`src/hw/rtc_regs_pkg.sv`:
```
// constants for the clock/calendar value and alarm register file
// assumes the config registers holding both pointers live outside this block
package rtc_regs_pkg;
	localparam int DATA_W = 8;
	localparam int PTR_W = 2;
	localparam int SLOT_W = 4;
	localparam int SLOT_N = 16;
	// window select codes on the access port
	localparam logic [1:0] WIN_TIME_LOW = 2'h0;
	localparam logic [1:0] WIN_TIME_HIGH = 2'h1;
	localparam logic [1:0] WIN_ALARM_LOW = 2'h2;
	localparam logic [1:0] WIN_ALARM_HIGH = 2'h3;
	localparam logic [1:0] PTR_FLOOR = 2'h0;
	localparam logic [1:0] PTR_STEP = 2'h1;
	// slot index is {alarm, pointer, high}
	localparam logic [3:0] SLOT_SECOND = 4'h0;
	localparam logic [3:0] SLOT_MINUTE = 4'h1;
	localparam logic [3:0] SLOT_HOUR = 4'h2;
	localparam logic [3:0] SLOT_WEEKDAY = 4'h3;
	localparam logic [3:0] SLOT_DAY = 4'h4;
	localparam logic [3:0] SLOT_MONTH = 4'h5;
	localparam logic [3:0] SLOT_YEAR = 4'h6;
	localparam logic [3:0] SLOT_RESERVED = 4'h7;
	localparam logic [3:0] SLOT_ALARM_MONTH = 4'hd;
	localparam logic [3:0] SLOT_ALARM_DAY = 4'hc;
	localparam logic [3:0] SLOT_ALARM_WEEKDAY = 4'hb;
	// implemented bits per slot; zero bits are unimplemented and read zero
	localparam logic [7:0] MASK_SECOND = 8'h7f;
	localparam logic [7:0] MASK_MINUTE = 8'h7f;
	localparam logic [7:0] MASK_HOUR = 8'h3f;
	localparam logic [7:0] MASK_WEEKDAY = 8'h07;
	localparam logic [7:0] MASK_DAY = 8'h3f;
	localparam logic [7:0] MASK_MONTH = 8'h1f;
	localparam logic [7:0] MASK_YEAR = 8'hff;
	localparam logic [7:0] MASK_NONE = 8'h00;
	localparam logic [7:0] SLOT_MASK [SLOT_N] = '{
		MASK_SECOND, MASK_MINUTE, MASK_HOUR, MASK_WEEKDAY,
		MASK_DAY, MASK_MONTH, MASK_YEAR, MASK_NONE,
		MASK_SECOND, MASK_MINUTE, MASK_HOUR, MASK_WEEKDAY,
		MASK_DAY, MASK_MONTH, MASK_NONE, MASK_NONE
	};
	localparam logic [7:0] READ_IDLE = 8'h00;
endpackage : rtc_regs_pkg
```
`src/hw/rtc_bcd_time_alarm_regs.sv`:
```
// value and alarm digit registers behind two byte windows per bank
// assumes software sets pointers and the unlock bit through outside config registers
//
// Overview of operation
// - unimplemented and reserved bits read zero
// - year holds two BCD digits, tens high
// - year write lands only when unlocked
// - month: tens bit 4, ones bits 3-0
// - day: tens bits 5-4, ones 3-0
// - weekday: three-bit digit in bits 2-0
// - hour: tens bits 5-4, ones 3-0
// - minute: tens bits 6-4, ones 3-0
// - second: tens bits 6-4, ones 3-0
// - date, hour, alarm writes need unlock
// - alarm month laid out like month
// - alarm day laid out like day
// - alarm weekday three bits, upper zero
// - time pointer decrements on high access, stops zero
// - time pointer maps fields to both windows
// - alarm pointer maps fields, decrements likewise
// - locked writes silently ignored
`timescale 1ns/1ps
module rtc_bcd_time_alarm_regs (
	input wire logic mclk,
	input wire logic reset_n,
	input wire logic value_write_unlock,
	input wire logic timePtrLoad,
	input wire logic [1:0] timePtrValue,
	input wire logic alarmPtrLoad,
	input wire logic [1:0] alarmPtrValue,
	input wire logic accEn,
	input wire logic accWrite,
	input wire logic [1:0] accSel,
	input wire logic [7:0] accWdata,
	output logic [7:0] readData,
	output logic readValid,
	output logic [1:0] time_window_pointer,
	output logic [1:0] alarm_window_pointer
);
	logic [7:0] slotData [rtc_regs_pkg::SLOT_N];
	logic [3:0] accSlot;
	logic isHigh;
	logic isAlarm;
	logic [1:0] curPtr;
	logic wrOk;
	logic [1:0] next_timePtr;
	logic [1:0] next_alarmPtr;
	logic [7:0] next_readData;
	logic next_readValid;

	always_comb begin
		isHigh = (accSel == rtc_regs_pkg::WIN_TIME_HIGH) || (accSel == rtc_regs_pkg::WIN_ALARM_HIGH);
		isAlarm = (accSel == rtc_regs_pkg::WIN_ALARM_LOW) || (accSel == rtc_regs_pkg::WIN_ALARM_HIGH);
		curPtr = isAlarm ? alarm_window_pointer : time_window_pointer;
		accSlot = {isAlarm, curPtr, isHigh};
		// every bank write goes through the unlock gate
		wrOk = accEn && accWrite && value_write_unlock;
	end

	// pointer steps on read or write of a high window, even a locked write
	always_comb begin
		next_timePtr = time_window_pointer;
		next_alarmPtr = alarm_window_pointer;
		if (timePtrLoad) begin
			next_timePtr = timePtrValue;
		end else if (accEn && accSel == rtc_regs_pkg::WIN_TIME_HIGH
				&& time_window_pointer != rtc_regs_pkg::PTR_FLOOR) begin
			next_timePtr = time_window_pointer - rtc_regs_pkg::PTR_STEP;
		end
		if (alarmPtrLoad) begin
			next_alarmPtr = alarmPtrValue;
		end else if (accEn && accSel == rtc_regs_pkg::WIN_ALARM_HIGH
				&& alarm_window_pointer != rtc_regs_pkg::PTR_FLOOR) begin
			next_alarmPtr = alarm_window_pointer - rtc_regs_pkg::PTR_STEP;
		end
	end

	always_ff @(posedge mclk or negedge reset_n) begin
		if (!reset_n) begin
			time_window_pointer <= rtc_regs_pkg::PTR_FLOOR;
			alarm_window_pointer <= rtc_regs_pkg::PTR_FLOOR;
		end else begin
			time_window_pointer <= next_timePtr;
			alarm_window_pointer <= next_alarmPtr;
		end
	end

	// digit storage; no reset so fields power up unknown, as on the real part
	genvar gi;
	generate
		for (gi = 0; gi < rtc_regs_pkg::SLOT_N; gi++) begin : g_slot
			logic [7:0] next_slot;
			always_comb begin
				next_slot = slotData[gi];
				if (wrOk && accSlot == 4'(gi)) begin
					// digits kept as written, no BCD range check
					next_slot = accWdata & rtc_regs_pkg::SLOT_MASK[gi];
				end
			end
			always_ff @(posedge mclk) begin
				slotData[gi] <= next_slot;
			end
		end
	endgenerate

	// read answer one cycle after the strobe
	always_comb begin
		next_readValid = accEn && !accWrite;
		next_readData = rtc_regs_pkg::READ_IDLE;
		if (accEn && !accWrite) begin
			next_readData = slotData[accSlot] & rtc_regs_pkg::SLOT_MASK[accSlot];
		end
	end

	always_ff @(posedge mclk or negedge reset_n) begin
		if (!reset_n) begin
			readData <= rtc_regs_pkg::READ_IDLE;
			readValid <= 1'b0;
		end else begin
			readData <= next_readData;
			readValid <= next_readValid;
		end
	end

	// helper state for checks only
	logic [3:0] lastSlot;
	always_ff @(posedge mclk or negedge reset_n) begin
		if (!reset_n) begin
			lastSlot <= rtc_regs_pkg::SLOT_SECOND;
		end else begin
			lastSlot <= accSlot;
		end
	end
endmodule : rtc_bcd_time_alarm_regs

```
`config.mk`:
```
export PLATFORM = sky130hd
export DESIGN_NAME = rtc_bcd_time_alarm_regs
export DESIGN_NICKNAME = d
export VERILOG_FILES = /design/src/hw/rtc_regs_pkg.sv /design/src/hw/rtc_bcd_time_alarm_regs.sv
export SDC_FILE = /design/constraint.sdc
export NUM_CORES = 1
export LEC_CHECK = 0
export BUFFER_PORTS_ARGS = -buffer_cell sky130_fd_sc_hd__buf_2
export CELL_PAD_IN_SITES_DETAIL_PLACEMENT = 0
export CELL_PAD_IN_SITES_GLOBAL_PLACEMENT = 2
export CORE_AREA = 4 4 98 100
export CTS_BUF_LIST = sky130_fd_sc_hd__clkbuf_16
export CTS_CLUSTER_SIZE = 28
export DETAILED_ROUTE_END_ITERATION = 6
export DIE_AREA = 0 0 102 104
export PLACE_DENSITY = 0.86
export SYNTH_ARGS = -nofsm -noshare
export SYNTH_HDL_FRONTEND = slang
export SYNTH_SLANG_ARGS = --single-unit
```
`constraint.sdc`:
```
create_clock -name mclk -period 3.3 [get_ports mclk]
set_input_delay 0.165 -clock mclk [delete_from_list [all_inputs] [get_ports mclk]]
set_output_delay 0.165 -clock mclk [all_outputs]
set_load 0.01 [all_outputs]
```
==> results.json, run 1 <==
{
  "ant_nets": 0,
  "holdWs_ns": 0.0329,
  "syn_area_mm2": 0.00372,
  "tns_ns": 0,
  "wl_per_cell_um": 20.3,
  "tightest_slew_ns": 0.973,
  "ff2ff_setup_slack_ns": 0.74,
  "grt_pass1_vias": 2317,
  "worstSetupPathType": "reg2reg",
  "cap_violations": 0,
  "clock_latency_ns": 0.34,
  "dieHeight_um": 104,
  "fill_cells": 759,
  "first_pass_iters": 7,
  "start_util_pct": 42.9,
  "dieArea_mm2": 0.0106,
  "path_max_fanout": 28,
  "cts_root_buffer": "clkbuf_16",
  "antenna_cells": 0,
  "die_w_um": 102,
  "h-tree-depth": 3,
  "grt_usage_pct": 16.9,
  "rsz0062_at_grt": "false",
  "cp-start-kind": "register",
  "p_seq_share_pct": 50.1,
  "grt_overflow_total": 0,
  "cts_tree": "done",
  "coreArea_mm2": 0.00868,
  "fin_crit_sh_pct": 77.6,
  "hold_path_depth": 3,
  "yosysWarningCount": 0,
  "r2r_cells": 3,
  "fmax_ghz": 0.391,
  "r2r-end": "slotData[2][0]",
  "hold_class": "in2reg",
  "layout_commonest_cell": "edfxtp_1",
  "cpMaxStageDelayCell": "nor3_1",
  "grt_pass1_wl_mm": 13.1,
  "slew_violations": 0,
  "io_pins": 34,
  "gp_congestion": 0.833,
  "powerDensity_mw_per_mm2": 590,
  "grt_max_degree": 53,
  "drc_errors": 0,
  "drive_above_1_share_pct": 18.1,
  "worstPathRequired_ns": 3.27,
  "worstHoldEndpoint": "alarm_window_pointer[1]",
  "std_cell_rows": 34,
  "post_cts_buffers": 0,
  "p_leak_nw": 1.52,
  "finClkSkew_ns": 0.00516,
  "power_frac_comb_pct": 9.3,
  "switching_share_pct": 24.1,
  "fin_crit_ns": 2.56,
  "intPower_mw": 1.91,
  "power.switching_uw": 606,
  "cts_resized": 0,
  "vdd_drop_max_v": 0.000233,
  "ys_seq_area_share_pct": 70.0,
  "yosys_register_bits": 89,
  "fin_nets": 339,
  "cts_sinks": 89,
  "clk_pin_slew_ns": 0.06,
  "p_total_mw": 2.51,
  "wl_mm": 8.70,
  "dp_worst_setup_slack_ns": 0.778,
  "hpwl_mm": 5.84,
  "final_cell_mix": "76 x edfxtp_1, 49 x nand2_1, 33 x buf_2",
  "dp_cells": 411,
  "path_cells": "mux2_2 > nand2b_1 > nor3_1",
  "fin_cells": 429,
  "syn_nets": 309,
  "slew_headroom_pct": 35.2,
  "worstPathArrival_ns": 2.53,
  "r2r_start": "time_window_pointer[0]",
  "setup_slack_ns": 0.741,
  "drt-vias-per-instance": 5.61,
  "vias": 2407,
  "clock_path_buffers": 2,
  "portBuffers": 33,
  "cts_made_buffers": 9,
  "antenna_found_initial": 0,
  "syn_inst": 286,
  "max_stage_delay_ns": 0.68,
  "drt_iter0_markers": 206,
  "clock_power_share_pct": 40.7,
  "hold_viol": 0,
  "setup_viol": 0,
  "hp-start": "alarmPtrValue[1]",
  "yosysUniqueCellTypes": 36,
  "avgSynthCellArea_um2": 13.0,
  "crit_path_start": "time_window_pointer[0]",
  "cp-end-kind": "register",
  "run_status": "complete, no violations",
  "areaGrowthSynthToFinish_pct": 14.3
}
-- power by group through the flow --
stage          combinational [mW]  clock, mW  sequential (mW)
4_1_cts                     0.235       1.04             1.26
5_1_grt                     0.258       1.09             1.26
6_report                    0.233       1.02             1.26
3_5_place_dp                0.231          0             1.28
3_3_place_gp                0.233          0             1.28
2_1_floorplan               0.156          0             1.28
-- kinds of logic (layout without fill, tap and decap cells) --
kind of cell             Yosys count  in the layout  share of synthesized area (%)
AND/OR/NAND/NOR                  109            109                           13.3
XOR/XNOR                           2              2                          0.470
flip-flops                        89             89                           70.0
buffers and inverters             23             58                           3.39
adder cells (fa/ha/maj)            2              2                          0.672
AO/OA/AOI/OAI                     49             49                           8.90
multiplexers                      12             12                           3.29
-- worst max-delay path by stage --
stage                           end  slack [ns]  depth (start not counted)
floorplan            slotData[0][0]        1.14                          6
finish               slotData[2][0]        0.74                          3
CTS                  slotData[2][3]        0.78                          3
global placement     slotData[2][5]        0.98                          3
global route         slotData[2][3]        0.54                          3
detailed placement  slotData[10][3]        0.78                          3
-- synth_stat cells --
master	number	share of area, %
a2111oi_4	1	0.74
inv_1	5	0.50
and2_1	1	0.17
or2_2	1	0.17
xnor2_1	2	0.47
ha_1	2	0.67
nor2b_1	4	0.67
nand2b_1	5	0.84
nor4_1	1	0.17
o32ai_2	1	0.44
o311ai_0	2	0.47
nor3b_1	1	0.20
buf_1	1	0.10
o21ai_0	8	1.1
o221ai_1	1	0.24
buf_6	4	1.2
or3_4	1	0.30
nand4b_1	1	0.24
a311oi_1	8	1.9
mux2i_1	10	2.7
o22ai_1	1	0.17
o21ai_1	2	0.27
nor3_1	10	1.3
dfrtp_1	13	8.7
buf_2	8	1.1
a21oi_1	21	2.8
nand4_1	4	0.67
a221oi_1	1	0.24
clkbuf_1	5	0.50
mux2_2	2	0.60
edfxtp_1	76	61
nand3_1	13	1.7
nor2_1	18	1.8
nand2_1	49	4.9
o2111ai_1	1	0.24
a31oi_1	2	0.34
-- state kept, by name, indices dropped and copies added, names as in the netlist --
register	cells
readData	8
alarm_window_pointer	2
slotData	76
time_window_pointer	2
readValid	1
-- critical path, delay by kind of cell, from the launching register on --
| kind | cells | cell delay [ns] |
|---|---|---|
| multiplexers | 1 | 0.65 |
| flip-flops | 1 | 0.59 |
| AND/OR/NAND/NOR | 2 | 0.94 |
-- final cells by class --
type                    count  area (µm²)  share of cell area, %
inverters                   5        18.8                  0.441
clock inverters             7        76.3                   1.79
multi-input cells         174         995                   23.4
flip-flops and latches     89        2610                   61.2
repair buffers             37         200                   4.70
clock buffers               9         225                   5.29
well taps                 108         135                   3.17
-- layer usage --
metal	routed length [µm]	global-route usage, %	vias up
met3	673	3.96	12
met2	4270	26.8	119
li1	-	-	1117
met4	153	6.65	0
met1	3600	22.3	1159
met5	0	0	-
-- repair_timing --
item / in CTS / in global routing
setup endpoints to repair: 0 / 0
hold endpoints to repair: 14 / 0
hold buffers: 2 / 0
-- metrics by stage --
step,instance area (µm²),util [%]
finish,4260,49.1
global route,4260,49.1
CTS,4260,49.1
detailed placement,3940,45.4
global placement,3940,45.4
floorplan,3720,-
Power figures use the tool's default switching activity.
==> run 2, diff against run 1 <==
Settings changed: CORE_AREA 4 4 98 100 to 4 4 106 108, DIE_AREA 0 0 102 104 to 0 0 110 112, PLACE_DENSITY 0.86 to 0.79.
Clock period 3.3 ns to 2.2 ns, I/O delays scaled along.
==> run 2 against run 1 <==
  * Via count decreased by 0.62%
  * Clock skew is 0.0022 ns higher
  * Setup slack worse by 0.44 ns
  * Critical endpoint is now slotData[13][1]
==> results.json, run 2 (same netlist as run 1, synthesis figures left out) <==
{
  "start_util_pct": 36.4,
  "dieArea_mm2": 0.0123,
  "vdd_drop_max_v": 0.000516,
  "cts_sinks": 89,
  "final_cell_mix": "76 x edfxtp_1, 49 x nand2_1, 33 x buf_2",
  "hold_viol": 0,
  "hpwl_mm": 6.26,
  "grt_max_degree": 31,
  "cp-start-kind": "register",
  "tightest_slew_ns": 0.575,
  "worstPathArrival_ns": 1.89,
  "std_cell_rows": 37,
  "layout_commonest_cell": "edfxtp_1",
  "cap_violations": 0,
  "r2r-end": "slotData[13][1]",
  "antenna_found_initial": 0,
  "worstPathRequired_ns": 2.18,
  "fin_nets": 356,
  "worstHoldEndpoint": "time_window_pointer[0]",
  "fmax_ghz": 0.526,
  "slew_headroom_pct": 61.7,
  "path_max_fanout": 12,
  "slew_violations": 0,
  "place_area_mm2": 0.00410,
  "clock_path_buffers": 2,
  "setup_slack_ns": 0.297,
  "cts-hold-fix-buffers": 3,
  "fin_cells": 474,
  "tns_ns": 0,
  "clock_latency_ns": 0.33,
  "ant_nets": 0,
  "dp_cells": 455,
  "coreArea_mm2": 0.0102,
  "post_cts_buffers": 0,
  "cts_tree": "done",
  "io_pins": 34,
  "dp_worst_setup_slack_ns": 0.229,
  "rsz0062_at_grt": "false",
  "p_leak_nw": 1.60,
  "drive_above_1_share_pct": 21.9,
  "clk_pin_slew_ns": 0.06,
  "powerDensity_mw_per_mm2": 838,
  "top_register": "slotData",
  "cts_resized": 0,
  "grt_pass1_wl_mm": 13.7,
  "wl_per_cell_um": 18.5,
  "largestRegisters": "slotData: 76 flops, readData: 8 flops",
  "antenna_cells": 0,
  "drc_errors": 0,
  "cts_root_buffer": "clkbuf_16",
  "first_pass_iters": 4,
  "fin_crit_ns": 1.90,
  "areaGrowthSynthToFinish_pct": 18.7,
  "die_w_um": 110,
  "hold_class": "in2reg",
  "worstSetupPathType": "reg2reg",
  "run_status": "complete, no violations",
  "fin_crit_sh_pct": 86.5,
  "cts_made_buffers": 9,
  "wl_mm": 8.77,
  "hp-start": "timePtrValue[0]",
  "r2r_start": "time_window_pointer[0]",
  "hold_path_depth": 3,
  "holdWs_ns": 0.0136,
  "largest_reg_flops": 76,
  "finClkSkew_ns": 0.00739,
  "cp-end-kind": "register",
  "fin_util_pct": 43.2,
  "drt-vias-per-instance": 5.05,
  "drt_iter0_markers": 169,
  "grt_usage_pct": 15.2,
  "vias": 2392,
  "ff2ff_setup_slack_ns": 0.30,
  "grt_overflow_total": 0,
  "p_total_mw": 3.70,
  "r2r_cells": 5,
  "fill_cells": 963,
  "setup_viol": 0,
  "grt_pass1_vias": 2410,
  "portBuffers": 33,
  "gp_congestion": 0.783,
  "final_area_mm2": 0.00442,
  "dieHeight_um": 112,
  "h-tree-depth": 3
}
run 2: cell count changes in the layout (fill, tap and decap cells not counted), sizes merged:
cell and change:
dlygate4sd3 +1, clkinvlp +2, buf +16, clkinv -1
bufinv -1
run 2: how the worst max path moves through the flow:
stage                                 startpoint         endpoint  slack, ns  depth (start not counted)
after floorplan           time_window_pointer[0]   slotData[0][0]       0.04                          6
after global placement                 accSel[1]  slotData[13][3]       0.30                          6
after detailed placement               accSel[1]   slotData[4][5]       0.23                          4
after CTS                 time_window_pointer[0]   slotData[4][0]       0.30                          3
after global routing      time_window_pointer[0]  slotData[13][1]       0.19                          5
final                     time_window_pointer[0]  slotData[13][1]       0.30                          5
run 2: final cells by class:
class / instances / area (µm²) / area share [%]
multi-input combinational: 174 / 995 / 22.5
timing repair buffer: 54 / 343 / 7.76
tap: 136 / 170 / 3.85
clock inverter: 7 / 61.3 / 1.39
sequential: 89 / 2610 / 59.0
clock buffer: 9 / 225 / 5.09
inverter: 5 / 18.8 / 0.425
run 2: layer usage:
metal  vias to the layer above  track usage (%)  part of all wire, %
met4                         0             4.82                  1.3
met5                         -                0                    0
met2                        68             23.9                   49
met3                         9             3.07                  5.4
met1                      1161             20.9                   45
li1                       1154                -                    -
run 2: worst max-delay path: stages (launching register included):
cell and delay, ns:
dfrtp_1 0.38, mux2_2 0.34, buf_4 0.21, nor2_1 0.11
nand2_1 0.13, nor2_1 0.38
run 2: report_power, final:
group | switching [mW] | internal (mW) | total, mW | leakage, nW
clock | 0.652 | 0.784 | 1.44 | 0.128
combinational | 0.254 | 0.138 | 0.392 | 0.620
sequential | 0.0174 | 1.86 | 1.88 | 0.854
total | 0.923 | 2.78 | 3.70 | 1.60
==> run 3, diff against run 2 <==
Settings changed: CORE_AREA 4 4 106 108 to 4 4 109 111, DIE_AREA 0 0 110 112 to 0 0 113 115, PLACE_DENSITY 0.79 to 0.75, TNS_END_PERCENT from default to 10.
==> run 3 against run 2 <==
  * Clock-buffer cell count is the same
  * Highest routed layer unchanged
  * Flip-flop and latch count unchanged
  * Sequential share of layout area decreased by 0.89 points
  * First-iteration DRC count is 0.59% higher
  * Setup slack worse by 0.12 ns
  * Maximum frequency down 5.8%
  * Power increased by 2.7%
  * Critical path depth increased by 3
  * Cell area rose by 1.6%
  * Combinational power rose by 3%
  * Utilization down 1.6 points
  * Hold slack got worse by 0.0069 ns
==> results.json, run 3 (same netlist as run 1, synthesis figures left out) <==
{
  "worstHoldEndpoint": "time_window_pointer[0]",
  "fin_crit_ns": 2.02,
  "power.switching_uw": 913,
  "antenna_found_initial": 0,
  "cts_root_buffer": "clkbuf_16",
  "largestRegisters": "slotData: 76 flops, readData: 8 flops",
  "wl_per_cell_um": 18.8,
  "run_status": "complete, no violations",
  "top_register": "slotData",
  "h-tree-depth": 3,
  "io_pins": 34,
  "worstSetupPathType": "reg2reg",
  "clock_path_buffers": 2,
  "final_cell_mix": "76 x edfxtp_1, 49 x nand2_1, 33 x buf_2",
  "r2r_cells": 8,
  "cts_made_buffers": 9,
  "clock_power_share_pct": 40.1,
  "drt_iter0_markers": 170,
  "worstPathRequired_ns": 2.47,
  "grt_pass1_wl_mm": 13.8,
  "drive_above_1_share_pct": 22.7,
  "dp_worst_setup_slack_ns": 0.276,
  "drt-vias-per-instance": 5.01,
  "fill_cells": 1030,
  "ant_nets": 0,
  "post_cts_buffers": 0,
  "hold_class": "in2reg",
  "cp-end-kind": "register",
  "setup_slack_ns": 0.181,
  "first_pass_iters": 4,
  "cap_violations": 0,
  "layout_commonest_cell": "edfxtp_1",
  "holdWs_ns": 0.00666,
  "crit_path_start": "alarm_window_pointer[0]",
  "hold_path_depth": 2,
  "intPower_mw": 2.89,
  "ff2ff_setup_slack_ns": 0.18,
  "start_util_pct": 34.5,
  "dieArea_mm2": 0.0130,
  "grt_overflow_total": 0,
  "finClkSkew_ns": 0.00805,
  "hp-start": "timePtrLoad",
  "std_cell_rows": 38,
  "fmax_ghz": 0.495,
  "portBuffers": 33,
  "largest_reg_flops": 76,
  "drc_errors": 0,
  "antenna_cells": 0,
  "p_total_mw": 3.80,
  "grt_pass1_vias": 2423,
  "fin_util_pct": 41.6,
  "gp_congestion": 0.775,
  "vdd_drop_max_v": 0.000341,
  "ff_latch_area_mm2": 0.00261,
  "fin_cells": 484,
  "powerDensity_mw_per_mm2": 847,
  "grt_max_degree": 31,
  "p_leak_nw": 1.64,
  "final_area_mm2": 0.00449,
  "p_seq_share_pct": 49.3,
  "hpwl_mm": 6.35,
  "areaGrowthSynthToFinish_pct": 20.6,
  "r2r_start": "alarm_window_pointer[0]",
  "switching_share_pct": 24.0,
  "tightest_slew_ns": 0.654,
  "slew_violations": 0,
  "path_max_fanout": 8,
  "vias": 2426,
  "fin_crit_sh_pct": 91.8,
  "worstPathArrival_ns": 2.29,
  "r2r-end": "alarm_window_pointer[1]",
  "hold_viol": 0,
  "clock_latency_ns": 0.34,
  "cts_tree": "done",
  "tns_ns": 0,
  "power_frac_comb_pct": 10.6,
  "die_w_um": 113,
  "dp_cells": 463,
  "fin_nets": 362,
  "cp-start-kind": "register",
  "wl_mm": 9.09,
  "dieHeight_um": 115,
  "setup_viol": 0,
  "slew_headroom_pct": 56.4,
  "cts_sinks": 89,
  "coreArea_mm2": 0.0108,
  "grt_usage_pct": 14.4,
  "place_area_mm2": 0.00414,
  "multiInputGateArea_um2": 995,
  "rsz0062_at_grt": "false",
  "clk_pin_slew_ns": 0.07
}
==> run 3: changes by cell type in the layout (fill, tap and decap cells not counted), moves of 2 or more <==
cell / previous run / this run
inv_6: 1 / 3
dlygate4sd3_1: 3 / 5
buf_4: 17 / 21
clkinvlp_4: 4 / 2
inv_8: 2 / 0
==> run 3: worst max-delay path by stage <==
stage / endpoint / slack (ns)
3_5_place_dp: slotData[12][5] / 0.28
2_1_floorplan: slotData[0][0] / 0.04
3_3_place_gp: slotData[9][3] / 0.32
5_1_grt: alarm_window_pointer[1] / 0.03
4_1_cts: alarm_window_pointer[1] / 0.12
6_report: alarm_window_pointer[1] / 0.18
==> run 3: per-layer routing <==
metal	wire, µm	track usage [%]	vias up
met1	4050	19.4	1167
met4	146	5.77	0
li1	-	-	1164
met2	4320	23.0	85
met3	579	2.89	10
met5	0	0	-
==> run 3: power by group through the flow <==
stage | Combinational (mW) | Clock, mW | Sequential (mW)
2_1_floorplan | 0.234 | 0 | 1.92
3_3_place_gp | 0.397 | 0 | 1.91
3_5_place_dp | 0.400 | 0 | 1.91
4_1_cts | 0.410 | 1.57 | 1.88
5_1_grt | 0.444 | 1.63 | 1.88
6_report | 0.403 | 1.53 | 1.88
==> run 3: what timing repair did <==
item / in CTS / in global routing
gates resized for setup: 0 / 1
setup endpoints to repair: 0 / 1
hold buffers: 5 / 0
endpoints found under the hold margin: 16 / 0
==> run 3: critical path: stages, from the launching register on <==
cell and delay, ns:
dfrtp_1 0.34, buf_4 0.16, inv_1 0.12, ha_1 0.21
nand4b_1 0.23, nor2_1 0.13, a21oi_1 0.05, o21ai_0 0.15
dlygate4sd3_1 0.57
==> run 3: area by class of cell <==
class | instances | share of cell area [%]
clock inverter | 7 | 1.67
clock buffer | 9 | 5.02
tap | 140 | 3.90
multi-input combinational | 174 | 22.2
sequential | 89 | 58.1
timing repair buffer | 60 | 8.75
inverter | 5 | 0.418
